File: src/rtl/wdc_pkg.sv
// Package: timing constants and enumerations for the wide DRAM controller
package wdc_pkg;
    localparam int unsigned CLK_MHZ            = 25;
    localparam int unsigned CLK_PERIOD_NS      = 40;
    localparam int unsigned POWERUP_PAUSE_US   = 100;
    localparam int unsigned POWERUP_PAUSE_CYC  = POWERUP_PAUSE_US * CLK_MHZ;
    localparam int unsigned WAKE_CYCLES        = 8;
    localparam int unsigned REFRESH_INTERVAL_MS = 128;
    localparam int unsigned REFRESH_ROWS       = 1024;
    localparam int unsigned REFRESH_INTERVAL_CYC = REFRESH_INTERVAL_MS * 1000 * CLK_MHZ;
    localparam int unsigned REFRESH_SPACING_CYC  = REFRESH_INTERVAL_CYC / REFRESH_ROWS;
    localparam int unsigned SELF_REFRESH_ENTRY_US = 100;
    localparam int unsigned SELF_REFRESH_ENTRY_CYC = SELF_REFRESH_ENTRY_US * CLK_MHZ;
    localparam int unsigned SELF_REFRESH_EXIT_NS = 150;
    localparam int unsigned SELF_REFRESH_EXIT_CYC = (SELF_REFRESH_EXIT_NS + CLK_PERIOD_NS - 1) / CLK_PERIOD_NS;
    localparam int unsigned ROW_PRECHARGE_NS   = 60;
    localparam int unsigned ROW_PRECHARGE_CYC  = (ROW_PRECHARGE_NS + CLK_PERIOD_NS - 1) / CLK_PERIOD_NS;
    localparam int unsigned ROW_ACTIVE_NS      = 80;
    localparam int unsigned ROW_ACTIVE_CYC     = (ROW_ACTIVE_NS + CLK_PERIOD_NS - 1) / CLK_PERIOD_NS;
    localparam int unsigned OUTPUT_TURNOFF_NS  = 15;
    localparam int unsigned OUTPUT_TURNOFF_CYC = (OUTPUT_TURNOFF_NS + CLK_PERIOD_NS - 1) / CLK_PERIOD_NS;
    localparam int unsigned COLUMN_PRECHARGE_MIN_NS = 10;
    localparam int unsigned COLUMN_PRECHARGE_MIN_CYC =
        (COLUMN_PRECHARGE_MIN_NS + CLK_PERIOD_NS - 1) / CLK_PERIOD_NS;
    localparam int unsigned CNT_W              = 24;

    typedef enum logic [1:0] {
        WDC_OP_READ,
        WDC_OP_WRITE,
        WDC_OP_RMW
    } wdc_op_e;

    typedef enum {
        WDC_PAUSE,
        WDC_WAKE_CAS,
        WDC_WAKE_RAS,
        WDC_WAKE_PRE,
        WDC_IDLE,
        WDC_ROW,
        WDC_COL,
        WDC_RD_DONE,
        WDC_TURN,
        WDC_WR,
        WDC_PRE,
        WDC_REF_CAS,
        WDC_REF_RAS,
        WDC_SELF,
        WDC_SELF_EXIT
    } wdc_state_e;
endpackage

File: src/rtl/wdc_ctrl.sv
// Host-side strobe sequencer for an asynchronous 1M x 8 wide DRAM
`timescale 1ns/1ps
`default_nettype none
// Summary of operation
// - Pause, then eight wake refresh cycles
// - Repeat wake-up when refresh interval exceeded (not done; only periodic CBR and post-self-refresh burst)
// - Column strobe pulsed high before each cycle
// - Output enable held high for late writes
// - Hidden refresh after write keeps strobes (not done; refresh is CBR from idle only)
// - Output enable high during late writes
// - Refresh all rows after self-refresh exit
// - Burst refresh after exit precharge time
// - Write strobe at row fall selects mask
// - No write data until turn-off delay
// - Refresh all rows within refresh interval
// - Hold row strobe long for self-refresh
module wdc_ctrl #(
    parameter int unsigned PAUSE_CYC   = wdc_pkg::POWERUP_PAUSE_CYC,
    parameter int unsigned REF_SPACING = wdc_pkg::REFRESH_SPACING_CYC,
    parameter int unsigned SELF_CYC    = wdc_pkg::SELF_REFRESH_ENTRY_CYC,
    parameter int unsigned ROWS        = wdc_pkg::REFRESH_ROWS,
    parameter int unsigned ADDR_W      = 10,
    parameter int unsigned DATA_W      = 8
) (
    input  wire logic              clk,
    input  wire logic              rst_n,
    input  wire logic              req_valid,
    output logic                   req_ready,
    input  wire wdc_pkg::wdc_op_e  req_op,
    input  wire logic              req_masked,
    input  wire logic [DATA_W-1:0] req_mask,
    input  wire logic [ADDR_W-1:0] req_row,
    input  wire logic [ADDR_W-1:0] req_col,
    input  wire logic [DATA_W-1:0] req_wdata,
    output logic [DATA_W-1:0]      rsp_rdata,
    output logic                   rsp_valid,
    input  wire logic              self_refresh_req,
    output logic                   init_done,
    output logic                   ras_n,
    output logic                   cas_n,
    output logic                   we_n,
    output logic                   oe_n,
    output logic [ADDR_W-1:0]      addr,
    input  wire logic [DATA_W-1:0] dq_in,
    output logic [DATA_W-1:0]      dq_out,
    output logic                   dq_oe
);
    // ==========================================================
    // State
    // ==========================================================
    wdc_pkg::wdc_state_e state_reg, state_next;
    logic [wdc_pkg::CNT_W-1:0] cnt_reg, cnt_next;
    logic [wdc_pkg::CNT_W-1:0] ref_tmr_reg, ref_tmr_next;
    logic [ADDR_W:0]           burst_reg, burst_next;
    logic                      ref_due_reg, ref_due_next;
    logic                      init_reg, init_next;
    wdc_pkg::wdc_op_e          op_reg, op_next;
    logic [ADDR_W-1:0]         col_reg, col_next;
    logic [DATA_W-1:0]         wd_reg, wd_next, rd_reg, rd_next;
    logic                      rv_reg, rv_next;
    logic ras_next, cas_next, we_next, oe_next, dqoe_next;
    logic [ADDR_W-1:0] addr_next;
    logic [DATA_W-1:0] dqo_next;
    function automatic logic [wdc_pkg::CNT_W-1:0] cyc(input int unsigned n);
        cyc = wdc_pkg::CNT_W'((n > 0) ? n - 1 : 0);
    endfunction
    assign req_ready = (state_reg == wdc_pkg::WDC_IDLE) && !ref_due_reg && !self_refresh_req;
    assign init_done = init_reg;
    assign rsp_rdata = rd_reg;
    assign rsp_valid = rv_reg;
    always_comb begin
        state_next   = state_reg;
        cnt_next     = (cnt_reg != '0) ? cnt_reg - 1'b1 : cnt_reg;
        ref_tmr_next = ref_tmr_reg;
        burst_next   = burst_reg;
        ref_due_next = ref_due_reg;
        init_next    = init_reg;
        op_next      = op_reg;
        col_next     = col_reg;
        wd_next      = wd_reg;
        rd_next      = rd_reg;
        rv_next      = 1'b0;
        ras_next     = ras_n;
        cas_next     = cas_n;
        we_next      = we_n;
        oe_next      = oe_n;
        addr_next    = addr;
        dqo_next     = dq_out;
        dqoe_next    = dq_oe;
        unique case (state_reg)
            wdc_pkg::WDC_PAUSE: begin
                if (cnt_reg == '0) begin
                    burst_next = (ADDR_W+1)'(wdc_pkg::WAKE_CYCLES);
                    state_next = wdc_pkg::WDC_WAKE_CAS;
                end
            end
            wdc_pkg::WDC_WAKE_CAS, wdc_pkg::WDC_REF_CAS: begin
                cas_next   = 1'b0;
                state_next = (state_reg == wdc_pkg::WDC_WAKE_CAS) ? wdc_pkg::WDC_WAKE_RAS : wdc_pkg::WDC_REF_RAS;
            end
            wdc_pkg::WDC_WAKE_RAS: begin
                ras_next   = 1'b0;
                cnt_next   = cyc(wdc_pkg::ROW_ACTIVE_CYC);
                state_next = wdc_pkg::WDC_WAKE_PRE;
            end
            wdc_pkg::WDC_WAKE_PRE: begin
                if (cnt_reg == '0 && !ras_n) begin
                    ras_next   = 1'b1;
                    cas_next   = 1'b1;
                    burst_next = burst_reg - 1'b1;
                    cnt_next   = cyc(wdc_pkg::ROW_PRECHARGE_CYC);
                end else if (cnt_reg == '0 && ras_n) begin
                    // eight wake, ROWS burst or one periodic refresh cycle
                    if (burst_reg == '0) begin
                        init_next    = 1'b1;
                        ref_due_next = ref_due_reg && init_reg;
                        ref_tmr_next = cyc(REF_SPACING);
                        state_next   = wdc_pkg::WDC_IDLE;
                    end else begin
                        state_next = wdc_pkg::WDC_WAKE_CAS;
                    end
                end
            end
            wdc_pkg::WDC_IDLE: begin
                if (ref_due_reg || self_refresh_req) begin
                    ref_due_next = 1'b0;
                    state_next   = wdc_pkg::WDC_REF_CAS;
                end else if (req_valid) begin
                    op_next    = req_op;
                    col_next   = req_col;
                    wd_next    = req_wdata;
                    addr_next  = req_row;
                    // write strobe and mask at row fall
                    we_next    = !(req_masked && req_op != wdc_pkg::WDC_OP_READ);
                    dqo_next   = req_mask;
                    dqoe_next  = req_masked && req_op != wdc_pkg::WDC_OP_READ;
                    state_next = wdc_pkg::WDC_ROW;
                end
            end
            wdc_pkg::WDC_ROW: begin
                ras_next   = 1'b0;
                state_next = wdc_pkg::WDC_COL;
            end
            wdc_pkg::WDC_COL: begin
                addr_next  = col_reg;
                cas_next   = 1'b0;
                we_next    = 1'b1;
                oe_next    = 1'b0;
                dqoe_next  = 1'b0;
                cnt_next   = cyc(wdc_pkg::ROW_ACTIVE_CYC);
                state_next = wdc_pkg::WDC_RD_DONE;
                if (op_reg == wdc_pkg::WDC_OP_WRITE) begin
                    // early write, strobe low with column strobe fall
                    we_next   = 1'b0;
                    oe_next   = 1'b1;
                    dqo_next  = wd_reg;
                    dqoe_next = 1'b1;
                end
            end
            wdc_pkg::WDC_RD_DONE: begin
                if (cnt_reg == '0) begin
                    rd_next    = (op_reg == wdc_pkg::WDC_OP_WRITE) ? rd_reg : dq_in;
                    rv_next    = (op_reg == wdc_pkg::WDC_OP_READ);
                    state_next = wdc_pkg::WDC_PRE;
                    if (op_reg == wdc_pkg::WDC_OP_RMW) begin
                        oe_next    = 1'b1;
                        cnt_next   = cyc(wdc_pkg::OUTPUT_TURNOFF_CYC);
                        state_next = wdc_pkg::WDC_TURN;
                    end
                end
            end
            // wait turn-off before driving write data
            wdc_pkg::WDC_TURN: begin
                if (cnt_reg == '0) begin
                    dqo_next   = wd_reg;
                    dqoe_next  = 1'b1;
                    state_next = wdc_pkg::WDC_WR;
                end
            end
            wdc_pkg::WDC_WR: begin
                we_next    = 1'b0;
                cnt_next   = cyc(wdc_pkg::ROW_ACTIVE_CYC);
                state_next = wdc_pkg::WDC_PRE;
                rv_next    = 1'b1;
            end
            // column strobe returns high before next cycle
            wdc_pkg::WDC_PRE: begin
                if (cnt_reg == '0 && !ras_n) begin
                    ras_next  = 1'b1;
                    cas_next  = 1'b1;
                    we_next   = 1'b1;
                    oe_next   = 1'b1;
                    dqoe_next = 1'b0;
                    cnt_next  = cyc(wdc_pkg::ROW_PRECHARGE_CYC);
                end else if (cnt_reg == '0) begin
                    state_next = wdc_pkg::WDC_IDLE;
                end
            end
            wdc_pkg::WDC_REF_RAS: begin
                ras_next = 1'b0;
                if (self_refresh_req) begin
                    cnt_next   = cyc(SELF_CYC);
                    state_next = wdc_pkg::WDC_SELF;
                end else begin
                    cnt_next   = cyc(wdc_pkg::ROW_ACTIVE_CYC);
                    burst_next = (ADDR_W+1)'(1);
                    state_next = wdc_pkg::WDC_WAKE_PRE;
                end
            end
            // row strobe held low for self-refresh entry
            wdc_pkg::WDC_SELF: begin
                if (cnt_reg == '0 && !self_refresh_req) begin
                    ras_next   = 1'b1;
                    cas_next   = 1'b1;
                    cnt_next   = cyc(wdc_pkg::SELF_REFRESH_EXIT_CYC);
                    state_next = wdc_pkg::WDC_SELF_EXIT;
                end
            end
            wdc_pkg::WDC_SELF_EXIT: begin
                if (cnt_reg == '0) begin
                    burst_next = (ADDR_W+1)'(ROWS);
                    init_next  = 1'b0;
                    state_next = wdc_pkg::WDC_WAKE_CAS;
                end
            end
        endcase
        if (state_reg != wdc_pkg::WDC_SELF && init_reg) begin
            if (ref_tmr_reg == '0) begin
                ref_tmr_next = cyc(REF_SPACING);
                ref_due_next = 1'b1;
            end else begin
                ref_tmr_next = ref_tmr_reg - 1'b1;
            end
        end
    end
    always_ff @(posedge clk or negedge rst_n) begin
        if (!rst_n) begin
            state_reg   <= wdc_pkg::WDC_PAUSE;
            cnt_reg     <= cyc(PAUSE_CYC);
            ref_tmr_reg <= '0;
            burst_reg   <= '0;
            ref_due_reg <= 1'b0;
            init_reg    <= 1'b0;
            op_reg      <= wdc_pkg::WDC_OP_READ;
            col_reg     <= '0;
            wd_reg      <= '0;
            rd_reg      <= '0;
            rv_reg      <= 1'b0;
            ras_n       <= 1'b1;
            cas_n       <= 1'b1;
            we_n        <= 1'b1;
            oe_n        <= 1'b1;
            addr        <= '0;
            dq_out      <= '0;
            dq_oe       <= 1'b0;
        end else begin
            state_reg   <= state_next;
            cnt_reg     <= cnt_next;
            ref_tmr_reg <= ref_tmr_next;
            burst_reg   <= burst_next;
            ref_due_reg <= ref_due_next;
            init_reg    <= init_next;
            op_reg      <= op_next;
            col_reg     <= col_next;
            wd_reg      <= wd_next;
            rd_reg      <= rd_next;
            rv_reg      <= rv_next;
            ras_n       <= ras_next;
            cas_n       <= cas_next;
            we_n        <= we_next;
            oe_n        <= oe_next;
            addr        <= addr_next;
            dq_out      <= dqo_next;
            dq_oe       <= dqoe_next;
        end
    end
endmodule
`default_nettype wire

File: config.mk
export PLATFORM = sky130hd
export DESIGN_NAME = wdc_ctrl
export DESIGN_NICKNAME = d
export VERILOG_FILES = /design/src/rtl/wdc_pkg.sv /design/src/rtl/wdc_ctrl.sv
export SDC_FILE = /design/constraint.sdc
export NUM_CORES = 1
export LEC_CHECK = 0
export BUFFER_PORTS_ARGS = -buffer_cell sky130_fd_sc_hd__buf_4
export CAP_MARGIN = 20
export CORE_UTILIZATION = 48
export CTS_CLUSTER_SIZE = 24
export DETAILED_ROUTE_END_ITERATION = 10
export PLACE_DENSITY = 0.67
export SLEW_MARGIN = 20
export SYNTH_ARGS = -nofsm -noshare
export SYNTH_HDL_FRONTEND = slang
export SYNTH_SLANG_ARGS = --single-unit
File: constraint.sdc
create_clock -name clk -period 4.1 [get_ports clk]
set_clock_uncertainty 0.15 [all_clocks]
set_input_delay 0.205 -clock clk [delete_from_list [all_inputs] [get_ports clk]]
set_output_delay 0.205 -clock clk [all_outputs]
set_load 0.01 [all_outputs]
==> results.sh, run 1 <==
export IMPL_port_buffers=84
export IMPL_path_max_fanout=14
export IMPL_path_cells="inv_1, ha_1, nor4b_2, and4_1, nand2_1, nor3b_4, mux2_1"
export IMPL_relSlewSlack_pct=42.9
export IMPL_slew_viol_final=0
export IMPL_first_iter_violations=455
export IMPL_die_area_um2=14000
export IMPL_cp_slowest_cell="and4_1"
export IMPL_max_freq_mhz=311
export IMPL_endpoint_kind="flop"
export IMPL_syn_num_nets=713
export IMPL_synth_edf_count=0
export IMPL_nets=836
export IMPL_die_w_um=118
export IMPL_vdd_ir_drop_worst_v=0.000453
export IMPL_total_power_mw=5.98
export IMPL_cts_setup_buffers=0
export IMPL_final_area_um2=8310
export IMPL_synth_simple_area_share_pct=20.9
export IMPL_path_buf_inv=1
export IMPL_failed_checks="DRC"
export IMPL_synthFlopType="dfrtp_1"
export IMPL_cp_start_kind="flop"
export IMPL_timing_final_ws_setup_ns=0.884
export IMPL_clock_sinks=117
export IMPL_reg2reg_slack_ns=0.88
export IMPL_finalCriticalPeriod_ns=3.22
export IMPL_clk_latency_ns=0.42
export IMPL_clk_pin_slew_ns=0.06
export IMPL_grt_pass1_vias=5809
export IMPL_core_area_um2=13200
export IMPL_cpLargestDelayFamily="simple AND/OR/NAND/NOR gates"
export IMPL_setup_violations=0
export IMPL_synth_top_family_by_area="simple AND/OR/NAND/NOR gates"
export IMPL_worst_endpoint_arrival_ns=3.36
export IMPL_synthMuxAreaShare_pct=9.50
export IMPL_synth_area_leaders="dfrtp_1 (41%), mux2_2 (6.4%), dfstp_2 (4.0%), o21ai_0 (3.4%), a21oi_1 (2.7%)"
export IMPL_yosysTopAreaCellShare_pct=41.2
export IMPL_syn_area_um2=6490
export IMPL_crit_end="rsp_rdata[7]"
export IMPL_post_drt_wl_per_cell_um=17.9
export IMPL_synthAdderAreaFrac_pct=0.963
export IMPL_p_leak_nw=3.81
export IMPL_synth_compound_area_share_pct=17.7
export IMPL_synth_top_cell_by_area="dfrtp_1"
export IMPL_synth_xor_area_share_pct=2.29
export IMPL_ant_nets=0
export IMPL_yosys_top_cells_count="dfrtp_1 (107), o21ai_0 (44), nand2_1 (42)"
export IMPL_hpwlAfterDp_um=11200
export IMPL_reg2reg_depth=7
export IMPL_ctsLongestPathBuffers=2
export IMPL_drive_above_1_share_pct=24.8
export IMPL_fin_crit_sh_pct=78.4
export IMPL_viasPerCell=5.95
export IMPL_synth_cell_type_count=81
export IMPL_diodes=0
export IMPL_crit_type="flop to flop"
export IMPL_cts_max_level=4
export IMPL_hp_class="input pin to flop"
export IMPL_drv_cap=0
export IMPL_grt_pass1_wl_um=28600
export IMPL_hold_violations=0
export IMPL_cts_made_buffers=17
export IMPL_cp_startpoint="cnt_reg[0]"
export IMPL_yosysWarnings=0
export IMPL_path_depth=7
export IMPL_cts_root_buf="clkbuf_16"
export IMPL_ctsResizeCount=0
export IMPL_syn_avg_cell_area_um2=9.89
export IMPL_syn_inst=657
export IMPL_start_util_pct=49.0
export IMPL_critical_path_required_ns=4.25
export IMPL_place_area_um2=7270
export IMPL_cts_tree="built"
export IMPL_wl_um=17300
export IMPL_async_flop_share_pct=100
export IMPL_p_per_area_nw_per_um2=720
export IMPL_grt_setup_unrepaired="false"
export IMPL_globalRouteTotalUtil_pct=25.7
export IMPL_r2r_end="rsp_rdata[7]"
export IMPL_overflow=0
export IMPL_place_congestion=0.956
export IMPL_io_pins=85
export IMPL_pre_cts_ws_ns=0.941
export IMPL_grt_start_max_net_pins=44
export IMPL_worst_pin_slew_ns=0.854
export IMPL_antenna_found_initial=0
export IMPL_row_count=42
export IMPL_first_pass_iters=9
export IMPL_final_util_pct=62.7
export IMPL_cts_hold_buf=45
export IMPL_final_setup_tns_ns=0
export IMPL_die_h_um=118
export IMPL_area_growth_pct=27.9
export IMPL_yosys_register_bits=117
export IMPL_r2r_start="cnt_reg[0]"
export IMPL_ys_seq_area_share_pct=45.3
export IMPL_status="complete, but fails checks"
export IMPL_remaining_drc_errors=1
export IMPL_dr_total_vias=5766
export IMPL_synth_most_common_cell="dfrtp_1"
export IMPL_cp_slowest_stage_delay_ns=0.60
## per-stage QoR
stage	hold slack, ns	instances
floorplan	-0.241	657
global placement	0.0871	892
detailed placement	0.0947	892
CTS	0.00437	969
global route	0.00624	969
finish	0.0164	969
## cell families after synthesis
logic type               count (synthesis)
AO/OA/AOI/OAI                          173
buffers and inverters                   50
AND/OR/NAND/NOR                        239
adder cells (fa/ha/maj)                  5
multiplexers                            56
flip-flops                             117
XOR/XNOR                                17
## worst min-delay path, cell delays in order
cell	delay [ns]
buf_4	0.08
mux2_2	0.13
mux2_2	0.14
## area by class of cell
| class | count | area, um^2 |
|---|---|---|
| Multi-Input combinational cell | 490 | 3350 |
| Clock inverter | 14 | 144 |
| Timing Repair Buffer | 141 | 1170 |
| Tap cell | 176 | 220 |
| Inverter | 13 | 48.8 |
| Sequential cell | 117 | 2940 |
| Fill cell | 1066 | 4930 |
| Clock buffer | 18 | 439 |
## layer usage
layer  vias to the layer above  routed length, um  global-route usage, %
li1                       2728                  -                      -
met1                      2812               7610                   33.0
met2                       194               8250                   41.2
met3                        32               1100                   7.00
met4                         0                344                   10.0
met5                         -                  0                      0
## where the power goes
part           switching (mW)  internal, mW  total, mW
combinational            1.39          1.13       2.52
sequential              0.430          1.57       2.00
clock                   0.594         0.868       1.46
## worst min path at each step
stage / startpoint / slack (ns) / cells after the start / endpoint
finish: req_mask[4] / 0.02 / 3 / dq_out[4]
global route: req_mask[3] / 0.006 / 3 / dq_out[3]
CTS: req_mask[4] / 0.004 / 3 / dq_out[4]
detailed placement: rst_n / 0.09 / 1 / burst_reg[6]
global placement: rst_n / 0.09 / 1 / cnt_reg[22]
floorplan: rst_n / -0.24 / 0 / addr[0]
## cells in the final DEF (no fill, tap or decap), drive strengths merged, types with 6 or more instances in the layout
| cell type | netlist | routed |
|---|---|---|
| and3 | 14 | 14 |
| a31oi | 8 | 8 |
| dlygate4sd3 | 0 | 45 |
| dfstp | 10 | 10 |
| nor3 | 30 | 30 |
| clkinv | 1 | 6 |
| xor2 | 11 | 11 |
| or3 | 19 | 19 |
| o21ai | 48 | 48 |
| or2 | 8 | 8 |
| mux2 | 45 | 45 |
| o211ai | 6 | 6 |
| a211o | 10 | 10 |
| clkbuf | 25 | 18 |
| or4 | 12 | 12 |
| o31ai | 15 | 15 |
| nand3 | 19 | 19 |
| nand2b | 7 | 7 |
| nor4 | 12 | 12 |
| dfrtp | 107 | 107 |
| mux2i | 11 | 11 |
| buf | 11 | 96 |
| a21oi | 35 | 35 |
| nand4 | 8 | 8 |
| xnor2 | 6 | 6 |
| nand2 | 42 | 42 |
| nor2 | 40 | 40 |
| inv | 12 | 19 |
Power figures use the tool's default switching activity.
==> run 2: changes to the inputs <==
--- a/config.mk
+++ b/config.mk
@@ -10,7 +10,7 @@
 export CORE_UTILIZATION = 48
 export CTS_CLUSTER_SIZE = 24
 export DETAILED_ROUTE_END_ITERATION = 10
-export PLACE_DENSITY = 0.67
+export PLACE_DENSITY = 0.7
 export SLEW_MARGIN = 20
 export SYNTH_ARGS = -nofsm -noshare
 export SYNTH_HDL_FRONTEND = slang
==> constraint.sdc (replaced) <==
create_clock -name clk -period 2.75 [get_ports clk]
set_clock_uncertainty 0.15 [all_clocks]
set_input_delay 0.1375 -clock clk [delete_from_list [all_inputs] [get_ports clk]]
set_output_delay 0.1375 -clock clk [all_outputs]
set_load 0.01 [all_outputs]
==> run 2 against run 1 <==
The flow now finishes without violations; critical path depth unchanged; first-iteration DRC count grew 12%; routed wire length grew 1.4%; critical path type unchanged; highest routed layer unchanged.
==> results.sh, run 2 (synthesis results as in run 1) <==
export IMPL_r2r_end="rsp_rdata[1]"
export IMPL_dr_total_vias=5910
export IMPL_status="completed"
export IMPL_fin_crit_sh_pct=95.5
export IMPL_setup_violations=0
export IMPL_worst_endpoint_arrival_ns=2.77
export IMPL_die_h_um=118
export IMPL_start_util_pct=49.0
export IMPL_cts_tree="built"
export IMPL_place_inst=915
export IMPL_fin_cells=996
export IMPL_die_area_um2=14000
export IMPL_p_per_area_nw_per_um2=1060
export IMPL_final_area_um2=8530
export IMPL_reg2reg_depth=7
export IMPL_overflow=0
export IMPL_path_max_fanout=8
export IMPL_worst_pin_slew_ns=0.722
export IMPL_ff_latch_area_um2=2940
export IMPL_cts_setup_buffers=0
export IMPL_mostFrequentLayoutCells="buf_4 (117), dfrtp_1 (107), dlygate4sd3_1 (49), o21ai_0 (44), nand2_1 (42)"
export IMPL_r2r_start="cnt_reg[1]"
export IMPL_final_util_pct=64.4
export IMPL_clock_sinks=117
export IMPL_vdd_ir_drop_worst_v=0.000729
export IMPL_antenna_found_initial=0
export IMPL_holdCritStartpoint="self_refresh_req"
export IMPL_timing_final_ws_setup_ns=0.124
export IMPL_hp_class="input pin to flop"
export IMPL_wl_um=17600
export IMPL_hpwlAfterDp_um=11400
export IMPL_p_leak_nw=3.93
export IMPL_remaining_drc_errors=0
export IMPL_grt_pass1_vias=5995
export IMPL_relSlewSlack_pct=51.5
export IMPL_crit_type="flop to flop"
export IMPL_place_congestion=0.897
export IMPL_globalRouteTotalUtil_pct=26.5
export IMPL_ctsLongestPathBuffers=2
export IMPL_critical_path_required_ns=2.89
export IMPL_row_count=42
export IMPL_diodes=0
export IMPL_cts_root_buf="clkbuf_16"
export IMPL_reg2reg_slack_ns=0.12
export IMPL_clk_pin_slew_ns=0.06
export IMPL_endpoint_kind="flop"
export IMPL_cp_start_kind="flop"
export IMPL_cts_max_level=4
export IMPL_grt_pass1_wl_um=29500
export IMPL_die_w_um=118
export IMPL_core_area_um2=13200
export IMPL_first_pass_iters=5
export IMPL_holdWs_ns=0.0365
export IMPL_cp_startpoint="cnt_reg[1]"
export IMPL_final_setup_tns_ns=0
export IMPL_grt_start_max_net_pins=73
export IMPL_total_power_mw=9.05
export IMPL_area_growth_pct=31.4
export IMPL_port_buffers=84
export IMPL_final_common_cell="buf_4"
export IMPL_place_area_um2=7460
export IMPL_n_fill_cell=1032
export IMPL_hold_violations=0
export IMPL_clk_latency_ns=0.42
export IMPL_pre_cts_ws_ns=0.0773
export IMPL_io_pins=85
export IMPL_viasPerCell=5.93
export IMPL_post_drt_wl_per_cell_um=17.6
export IMPL_first_iter_violations=511
export IMPL_ant_nets=0
export IMPL_max_freq_mhz=381
export IMPL_nets=863
export IMPL_drive_above_1_share_pct=26.7
export IMPL_slew_viol_final=0
export IMPL_crit_end="rsp_rdata[1]"
export IMPL_cts_made_buffers=17
export IMPL_multi_input_area_um2=3360
export IMPL_finalCriticalPeriod_ns=2.63
export IMPL_drv_cap=0
==> run 2: changes by cell type in the layout (fill, tap and decap cells not counted), moves of 2 or more <==
cell,change
buf_4,+21
clkbuf_1,+2
clkinv_4,-3
clkinvlp_4,+4
dlygate4sd3_1,+4
inv_8,-2
==> run 2: worst min path at each step <==
stage                              to  slack [ns]  cells past startpoint
after global placement    cnt_reg[22]        0.03                      1
after global routing       cnt_reg[1]        0.03                      3
after detailed placement  cnt_reg[22]        0.04                      1
final                      cnt_reg[1]        0.04                      3
after floorplan               addr[0]       -0.31                      0
after CTS                  cnt_reg[1]        0.02                      3
==> run 2: report_power, final <==
group / internal, mW / switching, mW
sequential: 2.35 / 0.608
combinational: 1.82 / 2.17
clock: 1.28 / 0.825
==> run 2: critical path, cell delays in order, from the launching register on <==
cell and delay [ns]:
dfstp_2 0.39, inv_1 0.08, ha_1 0.24, nor4b_4 0.29, and4_1 0.36, nand2_1 0.15, nor3b_4 0.45, mux2_1 0.38
==> run 2: layout make-up <==
class / instances / area share, %
clock buffers: 20 / 5.24
clock inverters: 12 / 1.41
inverters: 13 / 0.572
multi-input cells: 490 / 39.3
flip-flops and latches: 117 / 34.5
well taps: 176 / 2.58
repair buffers: 168 / 16.4
==> run 2: layer usage <==
layer / up-vias / part of all wire, % / global-route usage (%)
met5: - / 0 / 0
met4: 0 / 2.8 / 11.4
met3: 47 / 5.2 / 6.76
met2: 217 / 49 / 43.6
met1: 2880 / 43 / 33.0
li1: 2766 / - / -
==> run 2: what timing repair did <==
item / 4_1_cts / 5_1_grt
hold buffers: 49 / 0
resized for setup: 0 / 3
hold endpoints to repair: 91 / 0
endpoints found under the setup margin: 0 / 36
==> run 3: changes to the inputs <==
--- a/config.mk
+++ b/config.mk
@@ -11,6 +11,7 @@
 export CTS_CLUSTER_SIZE = 24
 export DETAILED_ROUTE_END_ITERATION = 10
 export PLACE_DENSITY = 0.7
+export SETUP_SLACK_MARGIN = 0.4
 export SLEW_MARGIN = 20
 export SYNTH_ARGS = -nofsm -noshare
 export SYNTH_HDL_FRONTEND = slang
==> constraint.sdc (replaced) <==
create_clock -name clk -period 2.75 [get_ports clk]
set_clock_uncertainty 0.15 [all_clocks]
set_input_delay 0.275 -clock clk [delete_from_list [all_inputs] [get_ports clk]]
set_output_delay 0.275 -clock clk [all_outputs]
set_load 0.01 [all_outputs]
==> run 3 against run 2 <==
Cell count rose by 3.7%; sequential share of layout area decreased by 2.5 points; via count is 6.0% higher; sequential power is essentially flat.
==> results.sh, run 3 (synthesis results as in run 1) <==
export IMPL_core_area_um2=13200
export IMPL_reg2reg_depth=6
export IMPL_r2r_start="ref_tmr_reg[6]"
export IMPL_vdd_ir_drop_worst_v=0.000777
export IMPL_globalRouteTotalUtil_pct=27.5
export IMPL_post_drt_wl_per_cell_um=19.0
export IMPL_final_common_cell="buf_4"
export IMPL_critical_path_required_ns=2.89
export IMPL_n_fill_cell=998
export IMPL_place_area_um2=7530
export IMPL_drive_above_1_share_pct=41.1
export IMPL_ctsLongestPathBuffers=2
export IMPL_ant_nets=0
export IMPL_first_pass_iters=6
export IMPL_p_leak_nw=4.19
export IMPL_grt_pass1_vias=6247
export IMPL_cts_max_level=4
export IMPL_nets=900
export IMPL_antenna_found_initial=0
export IMPL_hp_class="input pin to flop"
export IMPL_drv_cap=0
export IMPL_pre_cts_ws_ns=0.179
export IMPL_viasPerCell=6.06
export IMPL_mostFrequentLayoutCells="buf_4 (154), dfrtp_1 (93), o21ai_0 (43), nand2_1 (38), mux2_2 (37)"
export IMPL_final_area_um2=9250
export IMPL_start_util_pct=49.0
export IMPL_remaining_drc_errors=0
export IMPL_final_setup_tns_ns=0
export IMPL_port_buffers=84
export IMPL_cts_made_buffers=17
export IMPL_timing_final_ws_setup_ns=0.345
export IMPL_crit_type="flop to flop"
export IMPL_cp_startpoint="ref_tmr_reg[6]"
export IMPL_clock_sinks=117
export IMPL_setup_violations=0
export IMPL_worst_endpoint_arrival_ns=2.55
export IMPL_diodes=0
export IMPL_fin_crit_sh_pct=87.5
export IMPL_whs_path_depth=3
export IMPL_grt_setup_unrepaired="true"
export IMPL_status="completed"
export IMPL_cts_root_buf="clkbuf_16"
export IMPL_grt_start_max_net_pins=50
export IMPL_cp_slowest_stage_delay_ns=0.57
export IMPL_clk_pin_slew_ns=0.05
export IMPL_dr_total_vias=6264
export IMPL_path_cells="or4_4, nor3_4, a31oi_4, buf_6, and3_1, a211o_1"
export IMPL_grt_pass1_wl_um=30700
export IMPL_relSlewSlack_pct=59.0
export IMPL_die_area_um2=14000
export IMPL_cp_slowest_cell="or4_4"
export IMPL_cp_start_kind="flop"
export IMPL_die_h_um=118
export IMPL_cts_tree="built"
export IMPL_wl_um=19700
export IMPL_io_pins=85
export IMPL_p_per_area_nw_per_um2=1130
export IMPL_row_count=42
export IMPL_hpwlAfterDp_um=11600
export IMPL_finalCriticalPeriod_ns=2.41
export IMPL_max_freq_mhz=416
export IMPL_first_iter_violations=518
export IMPL_clk_latency_ns=0.42
export IMPL_path_max_fanout=5
export IMPL_worst_pin_slew_ns=0.615
export IMPL_holdCritStartpoint="req_row[0]"
export IMPL_place_congestion=0.937
export IMPL_slew_viol_final=0
export IMPL_area_growth_pct=42.5
export IMPL_hold_violations=0
export IMPL_die_w_um=118
export IMPL_overflow=0
export IMPL_endpoint_kind="flop"
-- run 3: final timing paths --
| check | slack [ns] | to |
|---|---|---|
| worst min-delay path | 0.008 | addr[0] |
| min in group asynchronous | 0.26 | cnt_reg[18] |
| max in group asynchronous | 1.37 | we_n |
| worst max register to register | 0.34 | ref_tmr_reg[6] |
| worst max-delay path | 0.34 | ref_tmr_reg[6] |
| worst min register to register | 0.34 | rsp_rdata[7] |
-- run 3: worst max-delay path: cells and delay by family (launching register included) --
| family | cells | cell delay [ns] |
|---|---|---|
| AOI/OAI and AO/OA | 2 | 0.42 |
| DFF | 1 | 0.44 |
| buffers and inverters | 1 | 0.17 |
| and+or+nand+nor | 3 | 1.10 |
-- run 3: power by group --
| group | internal, mW | switching (mW) | total [mW] |
|---|---|---|---|
| clock | 1.25 | 0.845 | 2.09 |
| sequential | 2.36 | 0.614 | 2.98 |
| combinational | 2.65 | 2.74 | 5.39 |
| total | 6.26 | 4.20 | 10.5 |
-- run 3: layout make-up --
type	count	area [um^2]	share of cell area, %
flip-flops and latches	117	2960	32.0
multi-input cells	491	3730	40.3
clock buffers	18	429	4.64
repair buffers	204	1740	18.8
clock inverters	14	131	1.42
inverters	13	48.8	0.527
well taps	176	220	2.38
-- run 3: metrics by stage --
stage | instances | util [%] | hold slack [ns] | power, mW
after global placement | 919 | 56.9 | 0.157 | 6.74
after floorplan | 657 | - | -0.171 | 5.43
after global routing | 1033 | 69.9 | 0.0180 | 11.0
final | 1033 | 69.9 | 0.00844 | 10.5
after detailed placement | 919 | 56.9 | 0.174 | 6.87
after CTS | 1007 | 66.1 | 0.00257 | 9.53
-- run 3: timing repair --
| item | CTS | global route |
|---|---|---|
| hold endpoints to repair | 76 | 0 |
| cloned | 3 | 6 |
| endpoints found under the setup margin | 67 | 71 |
| gates resized for setup | 37 | 72 |
| pin swaps | 11 | 29 |
| hold buffers | 34 | 0 |
| setup buffers | 19 | 20 |
-- run 3: routing by layer --
| metal | routed length (um) | up-vias | track usage (%) |
|---|---|---|---|
| met5 | 0 | - | 0 |
| met4 | 584 | 0 | 11.1 |
| met3 | 1120 | 56 | 6.18 |
| met2 | 10200 | 245 | 47.7 |
| met1 | 7790 | 3097 | 33.0 |
| li1 | - | 2866 | - |
